--- src/design/adccr_pkg.sv ---
// package: addresses, field positions, reset values and timing for the converter block
// assumes: byte-wide peripheral bus with absolute 16-bit addresses
`default_nettype none
package adccr_pkg;
   localparam logic [15:0] ADDR_CONTROL   = 16'h1070;
   localparam logic [15:0] ADDR_STATUS    = 16'h1071;
   localparam logic [15:0] ADDR_RESULT    = 16'h1072;
   localparam logic [15:0] ADDR_PIN_IN    = 16'h107D;
   localparam logic [15:0] ADDR_PIN_FUNC  = 16'h107E;
   localparam logic [15:0] ADDR_PRIORITY  = 16'h107F;
   // control fields
   localparam int CTL_CH_LSB       = 0;
   localparam int CTL_REF_LSB      = 3;
   localparam int CTL_SAMPLE_BIT   = 6;
   localparam int CTL_CONVERT_BIT  = 7;
   // status fields
   localparam int STS_IRQ_EN_BIT   = 0;
   localparam int STS_FLAG_BIT     = 1;
   localparam int STS_READY_BIT    = 2;
   // priority fields
   localparam int PRI_FREEZE_BIT   = 5;
   localparam int PRI_LEVEL_BIT    = 6;
   localparam int PRI_TEST_BIT     = 7;
   // reset values
   localparam logic [7:0] RST_CONTROL  = 8'h00;
   localparam logic [7:0] RST_PIN_FUNC = 8'h00;
   localparam logic [2:0] RST_PRIORITY = 3'h0;
   localparam logic [7:0] RST_RESULT   = 8'h00;
   // timing in system clock cycles after convert-start is written
   localparam int SAMPLE_END_CYCLES  = 18;
   localparam int CONVERT_END_CYCLES = 164;
   localparam int CNT_W              = 8;
endpackage : adccr_pkg
`default_nettype wire

--- src/design/adccr_timer.sv ---
// cycle counter: counts from start, pulses at two marks, halts on abort or hold
// assumes: start, abort, hold are synchronous to mclk
`default_nettype none
module adccr_timer #(
   parameter int W       = adccr_pkg::CNT_W,
   parameter int MARK_A  = adccr_pkg::SAMPLE_END_CYCLES,
   parameter int MARK_B  = adccr_pkg::CONVERT_END_CYCLES
) (
   input  wire logic         mclk,
   input  wire logic         rst,
   input  wire logic         start,
   input  wire logic         abort,
   input  wire logic         hold,
   output logic              busy,
   output logic              hit_a,
   output logic              hit_b
);
   logic [W-1:0] count;

   // cycle 1 is the edge after the write; hits rise one edge early so the
   // register acting on them changes on edge n itself
   always_ff @(posedge mclk) begin
      if (rst || abort) begin
         count <= '0;
         busy  <= 1'b0;
      end else if (start) begin
         count <= W'(1);
         busy  <= 1'b1;
      end else if (busy && !hold) begin
         count <= count + W'(1);
         if (count == W'(MARK_B - 1)) begin
            busy <= 1'b0;
         end
      end
   end

   always_ff @(posedge mclk) begin
      if (rst || abort || start) begin
         hit_a <= 1'b0;
         hit_b <= 1'b0;
      end else begin
         hit_a <= busy && !hold && (count == W'(MARK_A - 2));
         hit_b <= busy && !hold && (count == W'(MARK_B - 2));
      end
   end
endmodule : adccr_timer
`default_nettype wire

--- src/design/adccr_top.sv ---
// converter register and sequencing block: six byte registers, start sequencing,
// completion flag, interrupt routing, digital-input port
// assumes: single-cycle byte bus writes/reads, converter core returns result on done
// Summary of operation
// - control bits 0-2 pick analog input
// - change channel only after start bits clear
// - reference code 0 supply, else input n
// - sample-start write aborts and resamples
// - convert-start write begins conversion
// - start bits clear 18 cycles after convert
// - halt or standby clears starts, aborts
// - status bit 0 gates interrupt request
// - completion sets flag; flag and enable interrupt
// - flag clear only; halt, reset clear it
// - ready bit shows idle, resets one
// - result loads at end, holds until next
// - digital input reads pins, analog pins zero
// - pin function bits: 0 analog, 1 digital
// - suspend freeze bit stops converter when suspended
// - priority bit routes to level 1 or 2
// - priority bits written only in privilege mode
// - conversion completes 164 cycles after convert
// - request reasserts when enable set again
`default_nettype none
module adccr_top (
   input  wire logic         mclk,
   input  wire logic         rst,
   // peripheral bus
   input  wire logic [15:0]  bus_addr,
   input  wire logic         bus_wr,
   input  wire logic         bus_rd,
   input  wire logic [7:0]   bus_wdata,
   output logic       [7:0]  bus_rdata,
   input  wire logic         privilege_mode,
   // system modes
   input  wire logic         low_power_entry,
   input  wire logic         emu_suspend,
   // pins
   input  wire logic [7:0]   pin_level,
   // converter core
   input  wire logic [7:0]   core_result,
   output logic       [2:0]  core_channel,
   output logic       [2:0]  core_reference,
   output logic              core_sample,
   output logic              core_convert,
   output logic              core_ref_supply,
   output logic              core_frozen,
   // interrupt requests
   output logic              irq_level1,
   output logic              irq_level2
);
   logic [7:0] control;
   logic       irq_enable;
   logic       done_flag;
   logic [7:0] result;
   logic [7:0] pin_function;
   logic [7:0] pin_sampled;
   logic [2:0] priority_bits;
   logic       busy;
   logic       hit_sample_end;
   logic       hit_convert_end;
   logic       low_power_q;
   logic       low_power_edge;
   logic       wr_control;
   logic       wr_status;
   logic       wr_priority;
   logic       wr_pin_func;
   logic       start_convert;
   logic       start_sample;
   logic       freeze;
   logic       irq_req;
   logic [7:0] next_control;
   logic       next_done_flag;
   logic       next_irq_enable;
   logic [7:0] next_pin_function;
   logic [2:0] next_priority;
   logic [7:0] next_rdata;
   logic [7:0] status_byte;
   logic [7:0] priority_byte;
   logic [2:0] ctl_channel;
   logic [2:0] ctl_reference;
   logic       ctl_sample;
   logic       next_irq_level1;
   logic       next_irq_level2;
   logic       route_low;

   // write decode, one strobe per writable register
   always_comb begin
      wr_control  = 1'b0;
      wr_status   = 1'b0;
      wr_priority = 1'b0;
      wr_pin_func = 1'b0;
      if (bus_wr) begin
         unique case (bus_addr)
            adccr_pkg::ADDR_CONTROL:  wr_control  = 1'b1;
            adccr_pkg::ADDR_STATUS:   wr_status   = 1'b1;
            adccr_pkg::ADDR_PRIORITY: wr_priority = 1'b1;
            adccr_pkg::ADDR_PIN_FUNC: wr_pin_func = 1'b1;
            default: begin
               // result and digital input ignore writes
            end
         endcase
      end
   end

   // control fields and priority level bit as named signals
   assign ctl_channel   = control[adccr_pkg::CTL_CH_LSB +: 3];
   assign ctl_reference = control[adccr_pkg::CTL_REF_LSB +: 3];
   assign ctl_sample    = control[adccr_pkg::CTL_SAMPLE_BIT];
   assign route_low     = priority_bits[adccr_pkg::PRI_LEVEL_BIT - 5];

   // convert start edge
   // rewriting convert while still set does not restart the count
   assign start_convert = wr_control && bus_wdata[adccr_pkg::CTL_CONVERT_BIT]
                          && !control[adccr_pkg::CTL_CONVERT_BIT];
   assign start_sample  = wr_control && bus_wdata[adccr_pkg::CTL_SAMPLE_BIT]
                          && !bus_wdata[adccr_pkg::CTL_CONVERT_BIT];
   assign freeze = emu_suspend && priority_bits[adccr_pkg::PRI_FREEZE_BIT - 5];

   always_ff @(posedge mclk) begin
      if (rst) begin
         low_power_q <= 1'b0;
      end else begin
         low_power_q <= low_power_entry;
      end
   end
   assign low_power_edge = low_power_entry && !low_power_q;

   adccr_timer #(
      .W      (adccr_pkg::CNT_W),
      .MARK_A (adccr_pkg::SAMPLE_END_CYCLES),
      .MARK_B (adccr_pkg::CONVERT_END_CYCLES)
   ) u_timer (
      .mclk  (mclk),
      .rst   (rst),
      .start (start_convert),
      .abort (low_power_edge || start_sample),
      .hold  (freeze),
      .busy  (busy),
      .hit_a (hit_sample_end),
      .hit_b (hit_convert_end)
   );

   // control register; channel, reference
   always_comb begin
      next_control = control;
      if (low_power_edge) begin
         next_control = control & 8'h3F;
      end else if (wr_control) begin
         next_control = bus_wdata;
      end else if (hit_sample_end) begin
         next_control = control & 8'h3F;
      end
   end

   always_ff @(posedge mclk) begin
      if (rst) begin
         control <= adccr_pkg::RST_CONTROL;
      end else begin
         control <= next_control;
      end
   end

   always_comb begin
      next_irq_enable = irq_enable;
      if (wr_status) begin
         next_irq_enable = bus_wdata[adccr_pkg::STS_IRQ_EN_BIT];
      end
   end

   always_ff @(posedge mclk) begin
      if (rst) begin
         irq_enable <= 1'b0;
      end else begin
         irq_enable <= next_irq_enable;
      end
   end

   always_comb begin
      next_done_flag = done_flag;
      if (wr_status && !bus_wdata[adccr_pkg::STS_FLAG_BIT]) begin
         next_done_flag = 1'b0;
      end
      if (hit_convert_end) begin
         next_done_flag = 1'b1;
      end
      if (low_power_edge) begin
         next_done_flag = 1'b0;
      end
   end

   always_ff @(posedge mclk) begin
      if (rst) begin
         done_flag <= 1'b0;
      end else begin
         done_flag <= next_done_flag;
      end
   end

   always_ff @(posedge mclk) begin
      if (rst) begin
         result <= adccr_pkg::RST_RESULT;
      end else if (hit_convert_end) begin
         result <= core_result;
      end
   end

   always_comb begin
      next_pin_function = pin_function;
      if (wr_pin_func) begin
         next_pin_function = bus_wdata;
      end
   end

   always_ff @(posedge mclk) begin
      if (rst) begin
         pin_function <= adccr_pkg::RST_PIN_FUNC;
      end else begin
         pin_function <= next_pin_function;
      end
   end

   // digital pins, analog zero, one gate per pin
   for (genvar i = 0; i < 8; i++) begin : g_pin
      always_ff @(posedge mclk) begin
         if (rst) begin
            pin_sampled[i] <= 1'b0;
         end else begin
            pin_sampled[i] <= pin_level[i] && pin_function[i];
         end
      end
   end

   always_comb begin
      next_priority = priority_bits;
      if (wr_priority && privilege_mode) begin
         next_priority = bus_wdata[adccr_pkg::PRI_TEST_BIT:adccr_pkg::PRI_FREEZE_BIT];
      end
   end

   always_ff @(posedge mclk) begin
      if (rst) begin
         priority_bits <= adccr_pkg::RST_PRIORITY;
      end else begin
         priority_bits <= next_priority;
      end
   end

   assign irq_req = done_flag && irq_enable;

   always_comb begin
      next_irq_level1 = 1'b0;
      next_irq_level2 = 1'b0;
      if (irq_req) begin
         if (route_low) begin
            next_irq_level2 = 1'b1;
         end else begin
            next_irq_level1 = 1'b1;
         end
      end
   end

   always_ff @(posedge mclk) begin
      if (rst) begin
         irq_level1 <= 1'b0;
         irq_level2 <= 1'b0;
      end else begin
         irq_level1 <= next_irq_level1;
         irq_level2 <= next_irq_level2;
      end
   end

   // channel passes through live
   // a change while a start bit is set spoils the running conversion
   // supply reference on code 0
   always_ff @(posedge mclk) begin
      if (rst) begin
         core_channel    <= 3'h0;
         core_reference  <= 3'h0;
         core_sample     <= 1'b0;
         core_convert    <= 1'b0;
         core_ref_supply <= 1'b1;
         core_frozen     <= 1'b0;
      end else begin
         core_channel    <= ctl_channel;
         core_reference  <= ctl_reference;
         core_sample     <= ctl_sample;
         core_convert    <= busy;
         core_ref_supply <= (ctl_reference == 3'h0);
         core_frozen     <= freeze;
      end
   end

   // ready reflects idle; reserved bits read 0
   assign status_byte   = {5'h00, !busy, done_flag, irq_enable};
   // test bit stored and read back, reserved bits read 0
   assign priority_byte = {priority_bits, 5'h00};

   // register read mux; data holds until the next read
   always_comb begin
      next_rdata = bus_rdata;
      if (bus_rd) begin
         unique case (bus_addr)
            adccr_pkg::ADDR_CONTROL:   next_rdata = control;
            adccr_pkg::ADDR_STATUS:    next_rdata = status_byte;
            adccr_pkg::ADDR_RESULT:    next_rdata = result;
            adccr_pkg::ADDR_PIN_IN:    next_rdata = pin_sampled;
            adccr_pkg::ADDR_PIN_FUNC:  next_rdata = pin_function;
            adccr_pkg::ADDR_PRIORITY:  next_rdata = priority_byte;
            default:                   next_rdata = 8'h00;
         endcase
      end
   end

   always_ff @(posedge mclk) begin
      if (rst) begin
         bus_rdata <= 8'h00;
      end else begin
         bus_rdata <= next_rdata;
      end
   end
endmodule : adccr_top
`default_nettype wire

--- config.mk ---
export PLATFORM = sky130hd
export DESIGN_NAME = adccr_top
export DESIGN_NICKNAME = d
export VERILOG_FILES = /design/src/design/adccr_pkg.sv /design/src/design/adccr_timer.sv /design/src/design/adccr_top.sv
export SDC_FILE = /design/constraint.sdc
export NUM_CORES = 1
export LEC_CHECK = 0
export BUFFER_PORTS_ARGS = -buffer_cell sky130_fd_sc_hd__buf_4
export CAP_MARGIN = 20
export CORE_UTILIZATION = 55
export CTS_BUF_LIST = sky130_fd_sc_hd__clkbuf_2
export CTS_CLUSTER_DIAMETER = 200
export DETAILED_ROUTE_END_ITERATION = 8
export HOLD_SLACK_MARGIN = 0.1
export PLACE_DENSITY = 0.92
export SLEW_MARGIN = 20
export SYNTH_ARGS = -nofsm -noshare
export SYNTH_HDL_FRONTEND = slang
export SYNTH_SLANG_ARGS = --single-unit
export TNS_END_PERCENT = 10
--- constraint.sdc ---
create_clock -name mclk -period 2 [get_ports mclk]
set_input_delay 0.1 -clock mclk [delete_from_list [all_inputs] [get_ports mclk]]
set_output_delay 0.1 -clock mclk [all_outputs]
set_load 0.03 [all_outputs]
==> results.yml, run 1 <==
clocking:
  numCtsBuffers: 9
  clk_pin_slew_worst_paths_ns: 0.27
  clk_path_buf_depth: 2
  clock_sinks: 69
  cts_tree: "done"
  worstSkewPairLatency_ns: 0.58
  cts-root-buf: "clkbuf_2"
  h-tree-depth: 3
power_and_ir_drop:
  power.switching_mw: 0.658
  power-per-cell-area_nw_per_um2: 625
  report.power.total_mw: 2.58
  ir_drop_mv: 0.359
  p_clk_share_pct: 37.8
  p_comb_share_pct: 8.7
  p_sw_share_pct: 25.5
  seq_power_share_pct: 53.5
  p_leak_nw: 1.72
  intPower_mw: 1.92
logic_synthesis:
  async_flop_share_pct: 0
  synthTopCellsByArea: "dfxtp_1 47%, mux2i_1 7.5%, nor2_1 5.8%, nand2_1 4.1%, o21ai_1 2.6%"
  synth_nets: 357
  synth_edf_count: 0
  netlist-cell-type-count: 53
  avgSynthCellArea_um2: 9.53
  yosysTopAreaCellShare_pct: 47.2
  netlist_area_um2: 2930
  syn_inst: 307
  synthFlopType: "dfxtp_1"
  post-synth-top-area-cell: "dfxtp_1"
  yosys_warnings: 0
  synth_seq_area_share_pct: 47.2
  ys_ff_latch: 69
detailed_routing:
  drt_iter0_drc: 405
  vias: 3081
  wl_um: 9570
  drtAntennaViolNets: 0
  drc: 0
  drtPass1Iterations: 5
  avgRoutedWirePerCell_um: 19.1
  viasPerCell: 6.16
place:
  postPlaceCellArea_um2: 3480
  io_buffers: 66
  dp_cells: 435
  place_hpwl_um: 5050
  dp_slack_ns: 0.107
  gp_congestion: 0.864
layout:
  fin_util_pct: 80.8
  nets: 475
  layout.cells.non_filler: 500
  diodes: 0
  fin_area_um2: 4130
  areaGrowthSynthToFinish_pct: 41.0
  drive_gt1_share_pct: 24.9
die:
  die_y_um: 74.9
  num_rows: 26
  fp.dieArea_um2: 5620
  die_w_um: 74.9
  initial_core_util_pct: 57.3
  core_area_um2: 5110
  io_pins: 67
global_route:
  grt_max_degree: 51
  grt_overflow: 0
  grt_pass1_vias: 2921
  grt_pass1_wl_um: 14400
  grtUsageTotal_pct: 35.8
  antenna_found_initial: 0
outcome:
  status: "completed"
sta:
  rsz0062_at_grt: "false"
  timing.final.ws_setup_ns: 0.0921
  finalCritPeriodShare_pct: 95.4
  fin_crit_ns: 1.91
  slew_viol_final: 0
  relSlewSlack_pct: 54.7
  holdWs_ns: 0.106
  worst_pin_slew_ns: 0.678
  setup_viol: 0
  finalHoldViolCount: 0
  fmax_ghz: 0.524
  tns_ns: 0
  skew_ns: 0.0582
critical_path:
  critPathSlowestCell: "dlygate4sd3_1"
  crit_chain: "dlygate4sd3_1 -> buf_4 -> and3_1 -> nand3_4 -> mux2i_1 -> nor2_1 -> dlygate4sd3_1"
  critPathRequiredTime_ns: 2.51
  path_class: "primary input to register"
  critPathMaxStageDelay_ns: 0.58
  crit_top_cell: "dlygate4sd3_1"
  start_kind: "primary input"
  cp_max_fo: 10
  cp.arrival_ns: 2.42
  worstSetupEndpointType: "register"
job:
  drv_cap: 0
hold_path:
  hold_path.class: "primary input to register"
[registers in the layout, indices dropped and copies added (netlist names)]
| register | cells |
|---|---|
| bus_rdata | 8 |
| control | 8 |
| pin_function | 8 |
| pin_sampled | 8 |
| result | 8 |
| u_timer.count | 8 |
| core_channel | 3 |
| core_reference | 3 |
| priority_bits | 3 |
| core_convert | 1 |
| core_frozen | 1 |
| core_ref_supply | 1 |
| core_sample | 1 |
| done_flag | 1 |
| irq_enable | 1 |
| irq_level1 | 1 |
| irq_level2 | 1 |
| low_power_q | 1 |
| u_timer.busy | 1 |
| u_timer.hit_a | 1 |
| u_timer.hit_b | 1 |
[final cells by class]
| class | count | area [um2] |
|---|---|---|
| tap | 70 | 87.6 |
| clock inverter | 6 | 87.6 |
| sequential | 69 | 1380 |
| clock buffer | 10 | 50.0 |
| inverter | 5 | 18.8 |
| timing repair buffer | 121 | 1030 |
| fill | 298 | 982 |
| multi-input combinational | 219 | 1470 |
[final timing paths]
kind	start	depth (start not counted)	endpoint	slack (ns)
setup / recovery	bus_addr[1]	7	pin_function[3]$_SDFFE_PP0P_	0.09
hold / removal	bus_addr[9]	5	bus_rdata[3]$_SDFFE_PP0P_	0.11
setup reg to reg	u_timer.count[2]$_SDFFE_PP0P_	5	u_timer.busy$_SDFFE_PP0P_	0.26
hold reg to reg	bus_rdata[7]$_SDFFE_PP0P_	2	bus_rdata[7]$_SDFFE_PP0P_	0.47
[power groups by stage]
stage / clock [mW] / combinational (mW) / sequential, mW
2_1_floorplan: 0 / 0.0597 / 1.41
6_report: 0.975 / 0.224 / 1.38
3_5_place_dp: 0 / 0.151 / 1.41
3_3_place_gp: 0 / 0.148 / 1.41
4_1_cts: 0.937 / 0.212 / 1.38
5_1_grt: 1.03 / 0.237 / 1.38
[cell usage after synthesis (3+ instances only)]
cell,n
a21oi_1,9
a221oi_1,6
a22o_1,6
a22oi_1,3
and3_1,3
buf_1,3
clkbuf_1,6
dfxtp_1,69
ha_1,3
inv_1,5
mux2i_1,22
nand2_1,32
nand3_1,3
nand4_1,5
nor2_1,45
nor2b_1,9
nor3_1,5
nor4_1,3
o21ai_1,15
o2bb2ai_1,4
xnor2_1,3
xor2_1,4
[worst max-delay path, delay by kind of cell]
| family | cells | cell delay (ns) |
|---|---|---|
| and+or+nand+nor | 3 | 0.77 |
| buffers and inverters | 3 | 1.30 |
| muxes | 1 | 0.24 |
[metal layers]
metal	part of all wire (%)	global-route usage [%]	vias up	routed length, um
met5	0	0	-	0
met4	7.2	23.5	0	691
met3	9.5	9.24	74	905
met2	46	59.0	243	4430
met1	37	41.3	1428	3550
li1	-	-	1336	-
[logic make-up (layout without fill, tap and decap cells)]
| kind of cell | Yosys count | after routing | synth area share, % |
|---|---|---|---|
| compound gates | 54 | 54 | 12.9 |
| buf+inv | 19 | 142 | 3.25 |
| mux | 24 | 24 | 8.29 |
| flops | 69 | 69 | 47.2 |
| simple gates | 131 | 131 | 25.0 |
| fa+ha+maj | 3 | 3 | 1.28 |
| xor+xnor | 7 | 7 | 2.09 |
[cells in the final DEF (no fill, tap or decap), types with 2 or more instances in the layout]
master | synthesis | final
a221oi_1 | 6 | 6
buf_4 | 1 | 72
mux2_2 | 2 | 2
nor4_2 | 1 | 2
ha_1 | 3 | 3
mux2i_1 | 22 | 22
a32o_1 | 2 | 2
nor3b_1 | 2 | 2
nor4_4 | 2 | 2
a22o_1 | 6 | 6
and4b_1 | 2 | 2
nor2_1 | 45 | 45
or4b_1 | 2 | 2
dfxtp_1 | 69 | 69
clkbuf_2 | 0 | 10
xor2_1 | 4 | 4
o21ai_0 | 2 | 2
and4_1 | 2 | 2
o2bb2ai_1 | 4 | 4
nor4_1 | 3 | 2
o2bb2a_2 | 2 | 2
nand2_1 | 32 | 32
inv_1 | 5 | 5
nor3_1 | 5 | 4
nand3_1 | 3 | 3
a21oi_1 | 9 | 9
and3_1 | 3 | 3
a32oi_1 | 2 | 2
nand4_1 | 5 | 5
or4_4 | 2 | 2
clkinvlp_4 | 0 | 2
nor3_2 | 1 | 2
a22oi_1 | 3 | 3
xnor2_1 | 3 | 3
nor2b_1 | 9 | 9
o21ai_1 | 15 | 15
dlygate4sd3_1 | 0 | 49
bufinv_16 | 0 | 2
[repair_timing]
action	in CTS	in global routing
hold buffers	49	0
setup buffers	0	0
resized for setup	0	3
endpoints found under the hold margin	60	0
endpoints found under the setup margin	0	3
(Power assumes the default switching activity.)
==> inputs of run 2 (changes only) <==
--- a/config.mk
+++ b/config.mk
@@ -16,5 +16,6 @@
 export SLEW_MARGIN = 20
 export SYNTH_ARGS = -nofsm -noshare
 export SYNTH_HDL_FRONTEND = slang
+export SYNTH_HIERARCHICAL = 1
 export SYNTH_SLANG_ARGS = --single-unit
 export TNS_END_PERCENT = 10
==> results.yml, run 2 <==
outcome:
  status: "completed"
sta:
  relSlewSlack_pct: 55.6
  slew_viol_final: 0
  tns_ns: 0
  skew_ns: 0.0137
  setup_viol: 0
  finalCritPeriodShare_pct: 98.0
  fin_crit_ns: 1.96
  worst_pin_slew_ns: 0.664
  timing.final.ws_setup_ns: 0.0397
  fmax_ghz: 0.510
  finalHoldViolCount: 0
power_and_ir_drop:
  ir_drop_mv: 0.330
  p_leak_nw: 1.71
  report.power.total_mw: 2.36
  power-per-cell-area_nw_per_um2: 587
detailed_routing:
  viasPerCell: 5.73
  drc: 0
  drt_iter0_drc: 214
  drtPass1Iterations: 4
  drtAntennaViolNets: 0
  avgRoutedWirePerCell_um: 16.7
  wl_um: 8170
  vias: 2795
logic_synthesis:
  synth_seq_area_share_pct: 47.5
  yosys_warnings: 6
  synthFlopType: "dfxtp_1"
  syn_inst: 299
  avgSynthCellArea_um2: 9.72
  synth_common_cells: "69 x dfxtp_1, 24 x nand2_1, 24 x nor2_1, 19 x mux2i_1, 15 x a21oi_1"
  post-synth-top-area-cell: "dfxtp_1"
  synth_edf_count: 0
  yosysMostFrequentCell: "dfxtp_1"
  synthTopCellsByArea: "dfxtp_1 48%, mux2i_1 6.5%, a22o_1 3.3%, nand2_1 3.1%, nor2_1 3.1%"
  ys_ff_latch: 69
  async_flop_share_pct: 0
  synth_nets: 349
  netlist-cell-type-count: 46
  netlist_area_um2: 2910
  yosysTopAreaCellShare_pct: 47.5
critical_path:
  cp.arrival_ns: 2.37
  path_class: "primary input to register"
  start_kind: "primary input"
  worstSetupEndpointType: "register"
  critPathRequiredTime_ns: 2.41
  cp_max_fo: 11
global_route:
  grt_pass1_vias: 2631
  grt_overflow: 0
  grt_pass1_wl_um: 12400
  grtUsageTotal_pct: 30.3
  antenna_found_initial: 0
  grt_max_degree: 30
die:
  initial_core_util_pct: 56.9
  die_w_um: 74.7
  io_pins: 67
  core_area_um2: 5110
  num_rows: 26
  die_y_um: 74.7
  fp.dieArea_um2: 5580
place:
  postPlaceCellArea_um2: 3540
  gp_congestion: 0.964
  place_hpwl_um: 5270
  io_buffers: 66
  dp_slack_ns: -0.00955
layout:
  areaGrowthSynthToFinish_pct: 38.4
  fin_area_um2: 4020
  layout_commonest_cell: "buf_4"
  nFillCells: 301
  multi_input_area_um2: 1440
  layout_common_cells: "82 x buf_4, 69 x dfxtp_1, 36 x dlygate4sd3_1"
  drive_gt1_share_pct: 26.8
  diodes: 0
  regArea_um2: 1380
  nets: 463
clocking:
  cts_tree: "done"
  clk_path_buf_depth: 2
  worstSkewPairLatency_ns: 0.50
  clk_pin_slew_worst_paths_ns: 0.18
  numCtsBuffers: 9
  clock_sinks: 69
  h-tree-depth: 3
  cts-root-buf: "clkbuf_2"
hold_path:
  hold_path.class: "primary input to register"
job:
  drv_cap: 0
## run 2: cell count changes after synthesis, moves of 4 or more
cell	delta
or4_1	+4
nand4_1	-4
nand2b_1	+4
o21ai_1	-4
o2bb2ai_1	-4
a22o_1	+5
a21oi_1	+6
o21a_1	+5
nor2_1	-21
and3_1	+7
nand2_1	-8
nand3_1	+10
## run 2: cell families (layout without fill, tap and decap cells)
group / count (synthesis) / count (layout) / synth area share, %
AOI/OAI and AO/OA: 56 / 56 / 13.0
xor gates and xnor gates: 2 / 2 / 0.603
adders and majority gates: 3 / 3 / 1.29
buffers and inverters: 21 / 140 / 3.23
DFF: 69 / 69 / 47.5
muxes: 22 / 22 / 7.71
and+or+nand+nor: 126 / 126 / 26.7
## run 2: path summary, 6_finish.rpt
kind	endpoint	from	cells past startpoint	slack, ns
worst min register to register	bus_rdata[4]$_SDFFE_PP0P_	bus_rdata[4]$_SDFFE_PP0P_	2	0.47
worst min-delay path	pin_function[2]$_SDFFE_PP0P_	bus_addr[14]	5	0.16
worst max register to register	result[4]$_SDFFE_PP0P_	u_timer/hit_b$_SDFF_PP0_	3	0.23
worst max-delay path	control[4]$_SDFFE_PP0P_	bus_addr[13]	8	0.04
## run 2: through the flow
| stage | instances | util [%] | hold WS, ns |
|---|---|---|---|
| 2_1_floorplan | 299 | - | 0.184 |
| 3_3_place_gp | 436 | 69.4 | 0.328 |
| 3_5_place_dp | 436 | 69.4 | 0.331 |
| 4_1_cts | 488 | 78.6 | 0.134 |
| 5_1_grt | 488 | 78.7 | 0.181 |
| 6_report | 488 | 78.7 | 0.164 |
## run 2: timing repair
item,in CTS,in global routing
hold endpoints to repair,56,0
hold buffers,36,0
endpoints found under the setup margin,0,1
buffers inserted,0,0
resized for setup,0,1
## run 2: final cells by class
class / instances / share of cell area, %
Timing Repair Buffer: 118 / 24.3
Tap cell: 70 / 2.18
Clock buffer: 9 / 1.12
Sequential cell: 69 / 34.3
Multi-Input combinational cell: 209 / 35.9
Inverter: 6 / 0.560
Clock inverter: 7 / 1.65
## run 2: report_power, final
group | leakage, nW | switching [mW] | internal, mW
clock | 0.0613 | 0.497 | 0.278
sequential | 0.556 | 0.000163 | 1.38
combinational | 1.09 | 0.0900 | 0.115
## run 2: worst max-delay path, stage by stage
cell and delay (ns):
buf_4 0.11, or4b_4 0.65, nor4_4 0.34, buf_4 0.19
nand3_4 0.16, mux2i_1 0.19, nor2_1 0.06, dlygate4sd3_1 0.57
## run 2: per-layer routing
layer / vias up / share of wire (%) / track usage, %
met5: - / 0 / 0
met4: 0 / 3.5 / 15.3
met3: 34 / 6.4 / 7.50
met2: 141 / 50 / 52.6
met1: 1300 / 40 / 34.7
li1: 1320 / - / -
